<file path="config.mk">
export PLATFORM = sky130hd
export DESIGN_NAME = host_bus_port
export DESIGN_NICKNAME = d
export VERILOG_FILES = /design/src/shared/host_port_pkg.sv /design/src/hw/host_bus_port.sv
export SDC_FILE = /design/constraint.sdc
export NUM_CORES = 1
export LEC_CHECK = 0
export ABC_AREA = 0
export BUFFER_PORTS_ARGS = -buffer_cell sky130_fd_sc_hd__clkbuf_2
export CAP_MARGIN = 20
export CORE_MARGIN = 4
export CORE_UTILIZATION = 40
export CTS_CLUSTER_SIZE = 16
export DETAILED_ROUTE_END_ITERATION = 8
export PLACE_DENSITY = 0.68
export RECOVER_POWER = 25
export SYNTH_ARGS = -nofsm -noshare
export SYNTH_HDL_FRONTEND = slang
export SYNTH_SLANG_ARGS = --single-unit
export TNS_END_PERCENT = 1
</file>
<file path="constraint.sdc">
create_clock -name clk_sys -period 1.93 [get_ports clk_sys]
set_input_delay 0.0965 -clock clk_sys [delete_from_list [all_inputs] [get_ports clk_sys]]
set_output_delay 0.0965 -clock clk_sys [all_outputs]
set_load 0.05 [all_outputs]
</file>
<file path="src/shared/host_port_pkg.sv">
// Constants and types shared by the asynchronous host bus port
`default_nettype none
package host_port_pkg;
  // Register select address of the vector base register
  localparam logic [4:0] VEC_BASE_ADDR = 5'h17;
  // Vector base reset value and writable bits (bits 2..0 read zero)
  localparam logic [7:0] VEC_BASE_RESET = 8'h00;
  localparam logic [7:0] VEC_BASE_WMASK = 8'hf8;
  // Field position of the upper vector nibble
  localparam int VEC_HI_LSB = 4;
  // Status bit that both ready flags mirror
  localparam int READY_FLAG_BIT = 7;
  // Reset level of the acknowledge pin
  localparam logic ACK_IDLE_LEVEL = 1'b1;
  // Least reset hold time and its cycle count at the system clock
  localparam int CLK_PERIOD_NS = 20;
  localparam int RESET_MIN_NS = 2000;
  localparam int RESET_MIN_CYC = (RESET_MIN_NS + CLK_PERIOD_NS - 1) / CLK_PERIOD_NS;
  // Number of interrupt sources and width of a channel number
  localparam int NUM_SOURCES = 16;
  localparam int CHAN_W = 4;

  // Bus cycle sequencer states
  typedef enum logic [2:0] {
    ST_IDLE,
    ST_RD_LOAD,
    ST_RD_ACK,
    ST_WR_ACK,
    ST_VEC_LOAD,
    ST_VEC_ACK,
    ST_PASS,
    ST_RELEASE
  } bus_state_e;
endpackage
`default_nettype wire

</file>
<file path="src/hw/host_bus_port.sv">
// Asynchronous host bus port: register cycles, vectored acknowledge, reset and DMA ready pins
`default_nettype none
module host_bus_port import host_port_pkg::*; #(
  parameter int SOURCES = NUM_SOURCES  // Interrupt channels served
) (
  input wire logic clk_sys,                     // System clock
  input wire logic reset,                       // Synchronous reset, high
  // Host bus pins
  input wire logic chip_sel_n,                  // Chip select, low
  input wire logic data_strobe_n,               // Data strobe, low
  input wire logic read_write,                  // High read, low write
  input wire logic [4:0] reg_select,            // Register select bus
  input wire logic [7:0] data_in,               // Data bus input
  output logic [7:0] data_out,                  // Data bus output
  output logic data_oe,                         // Data bus drive enable
  output logic transfer_ack_n,                  // Acknowledge level
  output logic transfer_ack_oe,                 // Acknowledge drive enable
  input wire logic int_ack_n,                   // Interrupt acknowledge, low
  input wire logic chain_enable_in_n,           // Chain enable in, low
  output logic chain_enable_out_n,              // Chain enable out, low
  output logic irq_out,                         // Open-drain request level
  output logic irq_oe,                          // Request pull-down enable
  // Register file side
  output logic reg_rd,                          // Read request pulse
  output logic reg_wr,                          // Write strobe pulse
  output logic [4:0] reg_addr,                  // Selected register
  output logic [7:0] reg_wdata,                 // Write data
  input wire logic [7:0] reg_rdata,             // Read data, valid in the same cycle that reg_rd is high
  output logic [7:0] vector_base_reg,           // Vector base register
  // Interrupt controller side
  input wire logic [SOURCES-1:0] int_pending,   // Enabled, unmasked pending sources
  output logic vec_taken,                       // Vector delivered pulse
  output logic [CHAN_W-1:0] vec_channel,        // Channel whose vector was taken
  output logic core_clear,                      // Clears non-retained registers
  // Timers, port and serial side
  input wire logic timer_run_req,               // Timers wish to run
  output logic timer_run,                       // Timers allowed to run
  input wire logic [3:0] timer_out_in,          // Raw timer outputs
  output logic [3:0] timer_out,                 // Timer output pins
  input wire logic [7:0] gpio_dir,              // Port direction, one drives
  output logic [7:0] gpio_oe,                   // Port drive enables
  input wire logic serial_en_req,               // Receiver/transmitter enable
  output logic serial_en,                       // Serial enable after reset
  input wire logic tx_serial,                   // Transmitter output bit
  output logic serial_out,                      // Serial output level
  output logic serial_oe,                       // Serial output enable
  input wire logic loopback,                    // Serial loopback mode
  input wire logic serial_in,                   // Serial input pin
  input wire logic rx_bit_clock,                // Receive clock pin
  input wire logic tx_bit_clock,                // Transmit clock pin
  output logic rx_data,                         // Receiver data after mux
  output logic rx_clock,                        // Receiver clock after mux
  input wire logic [7:0] rx_status,             // Receive status register
  input wire logic [7:0] tx_status,             // Transmit status register
  output logic rx_ready_n,                      // Receive ready, low
  output logic tx_ready_n                       // Transmit ready, low
);

  // Elaboration guard: the vector holds a four-bit channel number, so the count is fixed
  if (SOURCES != NUM_SOURCES) begin : g_bad_sources
    $error("host_bus_port serves exactly 16 sources");
  end

  typedef struct packed {
    logic [1:0] cs_s;
    logic [1:0] ds_s;
    logic [1:0] ia_s;
    bus_state_e st;
    logic [7:0] dout;
    logic dout_oe;
    logic ack_n;
    logic ack_oe;
    logic chain_out_n;
    logic irq_oe;
    logic rd;
    logic wr;
    logic [4:0] addr;
    logic [7:0] wdata;
    logic [7:0] vbr;
    logic taken;
    logic [CHAN_W-1:0] chan;
    logic clr;
    logic trun;
    logic [3:0] tout;
    logic [7:0] goe;
    logic sen;
    logic so;
    logic soe;
    logic rxd;
    logic rxc;
    logic rrdy_n;
    logic trdy_n;
  } port_state_s;

  port_state_s q;
  port_state_s d;

  // Highest numbered pending source wins
  function automatic logic [CHAN_W-1:0] top_channel(input logic [SOURCES-1:0] p);
    logic [CHAN_W-1:0] c;
    c = '0;
    for (int i = 0; i < SOURCES; i++) begin
      if (p[i]) c = CHAN_W'(i);
    end
    return c;
  endfunction

  logic cs_on;
  logic ds_on;
  logic ia_on;
  logic reg_cycle;
  logic int_ack_n_cycle;
  logic any_pend;

  // Synchronised, active-high views; only the second flop is looked at
  assign cs_on = ~q.cs_s[1];
  assign ds_on = ~q.ds_s[1];
  assign ia_on = ~q.ia_s[1];
  // A cycle with select and acknowledge both low is never started
  assign reg_cycle = cs_on & ds_on & ~ia_on;
  assign int_ack_n_cycle = ia_on & ds_on & ~cs_on;
  assign any_pend = |int_pending;

  // Next state of the whole port
  always_comb begin
    d = q;
    d.cs_s = {q.cs_s[0], chip_sel_n};
    d.ds_s = {q.ds_s[0], data_strobe_n};
    d.ia_s = {q.ia_s[0], int_ack_n};
    d.rd = 1'b0;
    d.wr = 1'b0;
    d.taken = 1'b0;
    d.clr = 1'b0;
    case (q.st)
      ST_IDLE: begin
        d.ack_oe = 1'b0;
        d.dout_oe = 1'b0;
        d.chain_out_n = 1'b1;
        if (reg_cycle) begin
          d.addr = reg_select;
          if (read_write) begin
            d.rd = 1'b1;
            d.st = ST_RD_LOAD;
          end else begin
            d.wr = 1'b1;
            d.wdata = data_in;
            if (reg_select == VEC_BASE_ADDR) d.vbr = data_in & VEC_BASE_WMASK;
            d.st = ST_WR_ACK;
          end
        end else if (int_ack_n_cycle && !chain_enable_in_n) begin
          if (any_pend) begin
            d.chan = top_channel(int_pending);
            d.st = ST_VEC_LOAD;
          end else begin
            d.chain_out_n = 1'b0;
            d.st = ST_PASS;
          end
        end
      end
      ST_RD_LOAD: begin
        // Data goes on the bus a cycle before acknowledge so it is settled
        d.dout = (q.addr == VEC_BASE_ADDR) ? q.vbr : reg_rdata;
        d.dout_oe = 1'b1;
        d.st = ST_RD_ACK;
      end
      ST_RD_ACK: begin
        d.ack_n = 1'b0;
        d.ack_oe = 1'b1;
        if (!(cs_on && ds_on)) begin
          d.ack_n = 1'b1;
          d.dout_oe = 1'b0;
          d.st = ST_RELEASE;
        end
      end
      ST_WR_ACK: begin
        d.ack_n = 1'b0;
        d.ack_oe = 1'b1;
        if (!(cs_on && ds_on)) begin
          d.ack_n = 1'b1;
          d.st = ST_RELEASE;
        end
      end
      ST_VEC_LOAD: begin
        d.dout = {q.vbr[7:VEC_HI_LSB], q.chan};
        d.dout_oe = 1'b1;
        d.taken = 1'b1;
        d.st = ST_VEC_ACK;
      end
      ST_VEC_ACK: begin
        d.ack_n = 1'b0;
        d.ack_oe = 1'b1;
        if (!(ia_on && ds_on)) begin
          d.ack_n = 1'b1;
          d.dout_oe = 1'b0;
          d.st = ST_RELEASE;
        end
      end
      ST_PASS: begin
        // Bus and acknowledge left alone while lower devices answer
        d.dout_oe = 1'b0;
        d.ack_oe = 1'b0;
        if (!(ia_on && ds_on)) begin
          d.chain_out_n = 1'b1;
          d.st = ST_IDLE;
        end
      end
      ST_RELEASE: begin
        // Ack was driven high last cycle; now let it float
        d.ack_oe = 1'b0;
        d.dout_oe = 1'b0;
        d.st = ST_IDLE;
      end
      default: d.st = ST_IDLE;
    endcase

    // Request held off the cycle after a vector so the cleared source can drop
    d.irq_oe = any_pend & ~q.taken & ~d.taken;

    // Side pins follow their sources outside reset
    d.trun = timer_run_req;
    d.tout = timer_out_in;
    d.goe = gpio_dir;
    d.sen = serial_en_req;
    d.so = tx_serial;
    d.soe = serial_en_req;
    // Loopback feeds the receiver from the transmitter side
    d.rxd = loopback ? tx_serial : serial_in;
    d.rxc = loopback ? tx_bit_clock : rx_bit_clock;
    d.rrdy_n = ~rx_status[READY_FLAG_BIT];
    d.trdy_n = ~tx_status[READY_FLAG_BIT];

    if (reset) begin
      d = '0;
      d.cs_s = 2'b11;
      d.ds_s = 2'b11;
      d.ia_s = 2'b11;
      d.st = ST_IDLE;
      d.ack_n = ACK_IDLE_LEVEL;
      d.chain_out_n = 1'b1;
      d.vbr = VEC_BASE_RESET;
      d.clr = 1'b1;
      d.trun = 1'b0;
      d.sen = 1'b0;
      d.soe = 1'b0;
      d.tout = 4'h0;
      d.goe = 8'h00;
      d.irq_oe = 1'b0;
      d.rrdy_n = 1'b1;
      d.trdy_n = ~tx_status[READY_FLAG_BIT];
    end
  end

  // One register stage for all state
  always_ff @(posedge clk_sys) begin
    q <= d;
  end

  assign data_out = q.dout;
  assign data_oe = q.dout_oe;
  assign transfer_ack_n = q.ack_n;
  assign transfer_ack_oe = q.ack_oe;
  assign chain_enable_out_n = q.chain_out_n;
  assign irq_out = 1'b0;
  assign irq_oe = q.irq_oe;
  assign reg_rd = q.rd;
  assign reg_wr = q.wr;
  assign reg_addr = q.addr;
  assign reg_wdata = q.wdata;
  assign vector_base_reg = q.vbr;
  assign vec_taken = q.taken;
  assign vec_channel = q.chan;
  assign core_clear = q.clr;
  assign timer_run = q.trun;
  assign timer_out = q.tout;
  assign gpio_oe = q.goe;
  assign serial_en = q.sen;
  assign serial_out = q.so;
  assign serial_oe = q.soe;
  assign rx_data = q.rxd;
  assign rx_clock = q.rxc;
  assign rx_ready_n = q.rrdy_n;
  assign tx_ready_n = q.trdy_n;
endmodule
`default_nettype wire

</file>
; ---- Yosys cells after proc, flatten, opt, wreduce, memory -nomap -nowiden
; Cells that the tools add are included.
[totals]
ff_bits = 67
in_bits = 79
output_inout_bits = 63
wordCells = 122
[classes]
eq_ne = 14
mux = 42
n_bitwise = 16
reduce_logical = 23
[op_table]
columns = operator, n
row1 = 4-bit two-way mux, 14
row2 = 21-bit two-way mux, 1
row3 = 3-bit one-hot mux with 7 select lines, 1
row4 = 8-bit one-hot mux with 2 select lines, 1
row5 = 16-bit OR reduction, 1
row6 = 3-bit two-way mux, 5
row7 = 3-bit equality test (second input constant), 4
row8 = 4-bit AND reduction, 3
row9 = 1-bit two-way mux, 11
row10 = 5-bit equality test (second input constant), 2
row11 = 1-bit NOT, 10
row12 = 3-bit OR reduction, 3
row13 = 2-bit two-way mux, 4
row14 = 8-bit two-way mux, 1
row15 = 2-bit inequality test (second input constant), 4
row16 = 1-bit AND, 6
row17 = 3-bit by 2-bit equality test with 1-bit output (second input constant), 2
row18 = 3-bit AND reduction, 2
row19 = 2-bit nonzero test, 3
row20 = 1-bit one-hot mux with 2 select lines, 2
row21 = 1-bit one-hot mux with 4 select lines, 1
row22 = 2-bit AND reduction, 2
row23 = 4-bit nonzero test, 1
row24 = 2-bit OR reduction, 2
row25 = 7 further kinds, 9

; ---- Depth between registers and ports, before layout
[depth]
depth_word = 15
depth_mapped = 7
depth_no_buf = 5

; ---- Worst setup path before layout
; No wires, ideal clock.
[synth_timing]
kind = flip-flop to flip-flop
start = register q[68] (netlist name)
end = register q, in the netlist vector_base_reg[3]
arrival_ps = 1635
required_time_ps = 1802
path_slack_ps = 168
path_stages_with_launch = 7
path_buffers = 1
cell_sequence = dfxtp_1 nor3b_4 nand2_4 or4_4 buf_6 mux2i_1 nor2_1
[synth_between]
elab_chain_cells = 4
[synth_rtl]
columns = item, line
row1 = from (decl), host_bus_port.sv:95  ; port_state_s q;
row2 = from (signal assigned), host_bus_port.sv:255  ; q <= d;
row3 = 1-bit NOT, host_bus_port.sv:117  ; assign ds_on = ~q.ds_s[1];
row4 = 1-bit AND (2 in series), host_bus_port.sv:120  ; assign reg_cycle = cs_on & ds_on & ~ia_on;
row5 = 4-bit AND reduction (no source line), n/a
; No other way between the ends.
; A chain may end at the register's enable or synchronous reset.

; ---- Worst setup path after layout
[layout_timing]
start = register q[63] (netlist name)
end = register q[62] (netlist name)
[layout_between]
elab_chain_cells = 4
[layout_rtl]
columns = item, line
row1 = 3-bit by 2-bit equality test with 1-bit output, host_bus_port.sv:134  ; case (q.st)
row2 = 2-bit OR reduction (no source line), n/a
row3 = 2-bit inequality test (no source line), n/a
row4 = 4-bit AND reduction (no source line), n/a
; Several ways; a longest one is shown, not always the timed one.

==> results.yml <==
status:
  status: "complete, but fails checks"
  violations: "max-capacitance violations, max-slew violations"
floorplanning:
  die_h_um: 94.1
  core_um2: 7210
  row_count: 31
  dieArea_um2: 8850
  dieWidth_um: 94.1
  io_pins: 142
  start_util: 0.411
setup_path:
  r2r_cells: 6
  critical_path_class: "flip-flop to flip-flop"
  worstSetupStartpoint: "q[63]"
  reg2reg_from: "q[63]"
  critPathMaxFanout: 8
  r2r_setup_slack_ps: 200
  start_kind: "flip-flop"
  arrival_ps: 1890
  end_kind: "flip-flop"
  reg2reg_to: "q[62]"
  critPathCapture: "q[62]"
  cp.required_ps: 2090
logic_synthesis:
  synth_compound_area_frac: 0.133
  yosys-mux-area-fraction: 0.0439
  synthTopCellsByArea: "dfxtp_1 (45%), buf_4 (12%), mux2i_1 (4.4%), a21oi_1 (3.9%), nor2_1 (3.8%)"
  ys_types: 43
  syn-instance-count: 333
  async_reset_ff_frac: 0
  yosys.area_share.xor_xnor: 0.00296
  synth_edf_count: 0
  avgSynthCellArea_um2: 8.90
  synth_fa_ha_area_frac: 0.00338
  yosys.area_share.simple: 0.209
  synth_area_um2: 2960
  synth_top_family_by_area: "simple AND/OR/NAND/NOR gates"
  ys_seq_elements: 67
  ys_seq_area_frac: 0.453
  ys.flop_type: "dfxtp_1"
  synth_top_area_frac: 0.453
  yosysTopAreaCell: "dfxtp_1"
  yosysWarnings: 0
global_route:
  grt_pass1_vias: 2591
  grt_overflow: 0
  grt_pass1_wl_um: 11600
  grt_max_degree: 38
  grt_antenna_before_repair: 0
  grt_usage: 0.167
layout:
  areaGrowthSynthToFinish_pct: 31.5
  fin_util: 0.540
  fin_nets: 531
  top_register: "q"
  fin_area_um2: 3900
  layout-drive-gt1-share: 0.341
  diodes: 0
  stdcell_count: 556
  largest_reg_flops: 9
min_path:
  hp-class: "input pin to flip-flop"
  min_from: "reg_rdata[1]"
  min_path_cells: 3
placed_design:
  dpl_worst_slack_ps: 193
  dp.final_hpwl_um: 5020
  postPlaceCellArea_um2: 3380
  io_buffers: 123
  gp_congestion: 0.813
  dp_cells: 507
sta:
  fin_setup_tns_ps: 0
  slew-limit-headroom: -0.0689
  rsz0062_at_grt: "false"
  max_slew.worst_pin.slew_ps: 1600
  worst_slack_ps: 197
  finClkSkew_ps: 5.51
  finalCritPeriodShare: 0.898
  setup_viol: 0
  hold_slack_ps: 21.1
  timing.fmax_ghz: 0.577
  finalCriticalPeriod_ps: 1730
  hold_violations: 0
  slew_viol_final: 38
drt:
  viasPerCell: 4.71
  drt_iter0_drc: 101
  dr_total_vias: 2619
  drtPass1Iterations: 6
  ant_nets: 0
  routed_wirelength_um: 7180
  routedWlPerCell_um: 12.9
  drc: 0
clocking:
  cts_max_path_buffers: 2
  clk_pin_slew_ps: 70
  cts_buffers: 9
  clock-sinks: 67
  htreeDepth: 3
  insertion_delay_ps: 330
  cts_tree: "yes"
  root_buffer: "clkbuf_8"
power:
  p_leak_nw: 1.76
  power_density_nw_per_um2: 1020
  power.total_mw: 3.98
  peakVddDrop_v: 0.000502
flow_run:
  cap_violations: 1
[critical path, stage by stage, from the launching register on]
cell and delay, ps:
dfxtp_1 490, buf_4 210, nand4bb_1 140, nor2_1 60, a311oi_1 390, mux2i_1 230
nor2_1 50
[placed cells by master (no fill, tap or decap), types with 2 or more instances in the layout]
| cell type | n |
|---|---|
| a311oi_1 | 5 |
| clkbuf_2 | 117 |
| o21ai_0 | 17 |
| clkbuf_1 | 9 |
| mux2i_1 | 13 |
| conb_1 | 4 |
| nand2_1 | 18 |
| buf_4 | 11 |
| nand3_1 | 10 |
| a211oi_1 | 7 |
| nor2_1 | 29 |
| clkinvlp_4 | 2 |
| dfxtp_1 | 67 |
| inv_1 | 8 |
| dlygate4sd3_1 | 33 |
| nor2b_1 | 16 |
| nor4_1 | 5 |
| nand2b_1 | 7 |
| o21bai_1 | 3 |
| a31oi_1 | 2 |
| a21oi_1 | 23 |
| clkbuf_8 | 10 |
| nor3b_1 | 2 |
| nor3_1 | 5 |
| nand4_1 | 3 |
| a221oi_1 | 2 |
| or2_2 | 9 |
[routing by layer]
layer / part of all wire / wire, µm / vias up / GRT usage
met5: 0 / 0 / - / 0
met2: 0.48 / 3440 / 105 / 0.272
met1: 0.42 / 2990 / 1168 / 0.191
met4: 0.014 / 104 / 0 / 0.0674
li1: - / - / 1332 / -
met3: 0.090 / 649 / 14 / 0.0737
[area by class of cell]
type                            count  area (µm²)
Fill cell                         656        3320
Sequential cell                    67        1340
Multi-Input combinational cell    198        1180
Timing Repair Buffer              168        1020
Clock buffer                       12         145
Tap cell                           99         124
Clock inverter                      4        50.0
Inverter                            8        30.0
[synthesized netlist by cell type (2+ instances only)]
cell,instances
dfxtp_1,67
buf_4,47
nor2_1,30
a21oi_1,23
nand2_1,18
o21ai_0,17
nor2b_1,16
mux2i_1,13
clkbuf_1,12
nand3_1,10
or2_2,9
inv_1,8
a211oi_1,7
nand2b_1,7
a311oi_1,5
nor3_1,5
nor4_1,5
nand4_1,3
o21bai_1,3
a221oi_1,2
a31oi_1,2
buf_2,2
nor3b_1,2
[kinds of logic (layout without fill, tap and decap cells)]
kind of cell,count (synthesis),in the layout
compound gates,65,65
mux,13,13
other cells,1,4
simple gates,114,114
fa+ha+maj,1,1
flops,67,67
xor+xnor,1,1
buf+inv,71,192
[how the worst min path moves through the flow]
stage	slack, ps	end
floorplan	120	core_clear
global placement	240	tx_ready_n
detailed placement	250	tx_ready_n
CTS	2	data_out[1]
global route	4	data_out[1]
finish	20	data_out[1]
[where the power goes]
group | total (mW) | switching [mW] | internal (mW)
Clock | 1.14 | 0.505 | 0.631
Sequential | 1.58 | 0.0696 | 1.51
Combinational | 1.26 | 0.847 | 0.414
Total | 3.98 | 1.42 | 2.56
[repair_timing]
item | 4_1_cts | 5_1_grt
resized for setup | 0 | 1
hold buffers | 33 | 0
endpoints found under the setup margin | 0 | 3
buffers inserted | 0 | 0
endpoints found under the hold margin | 32 | 0
No activity file was read; power rests on OpenSTA's default activity.
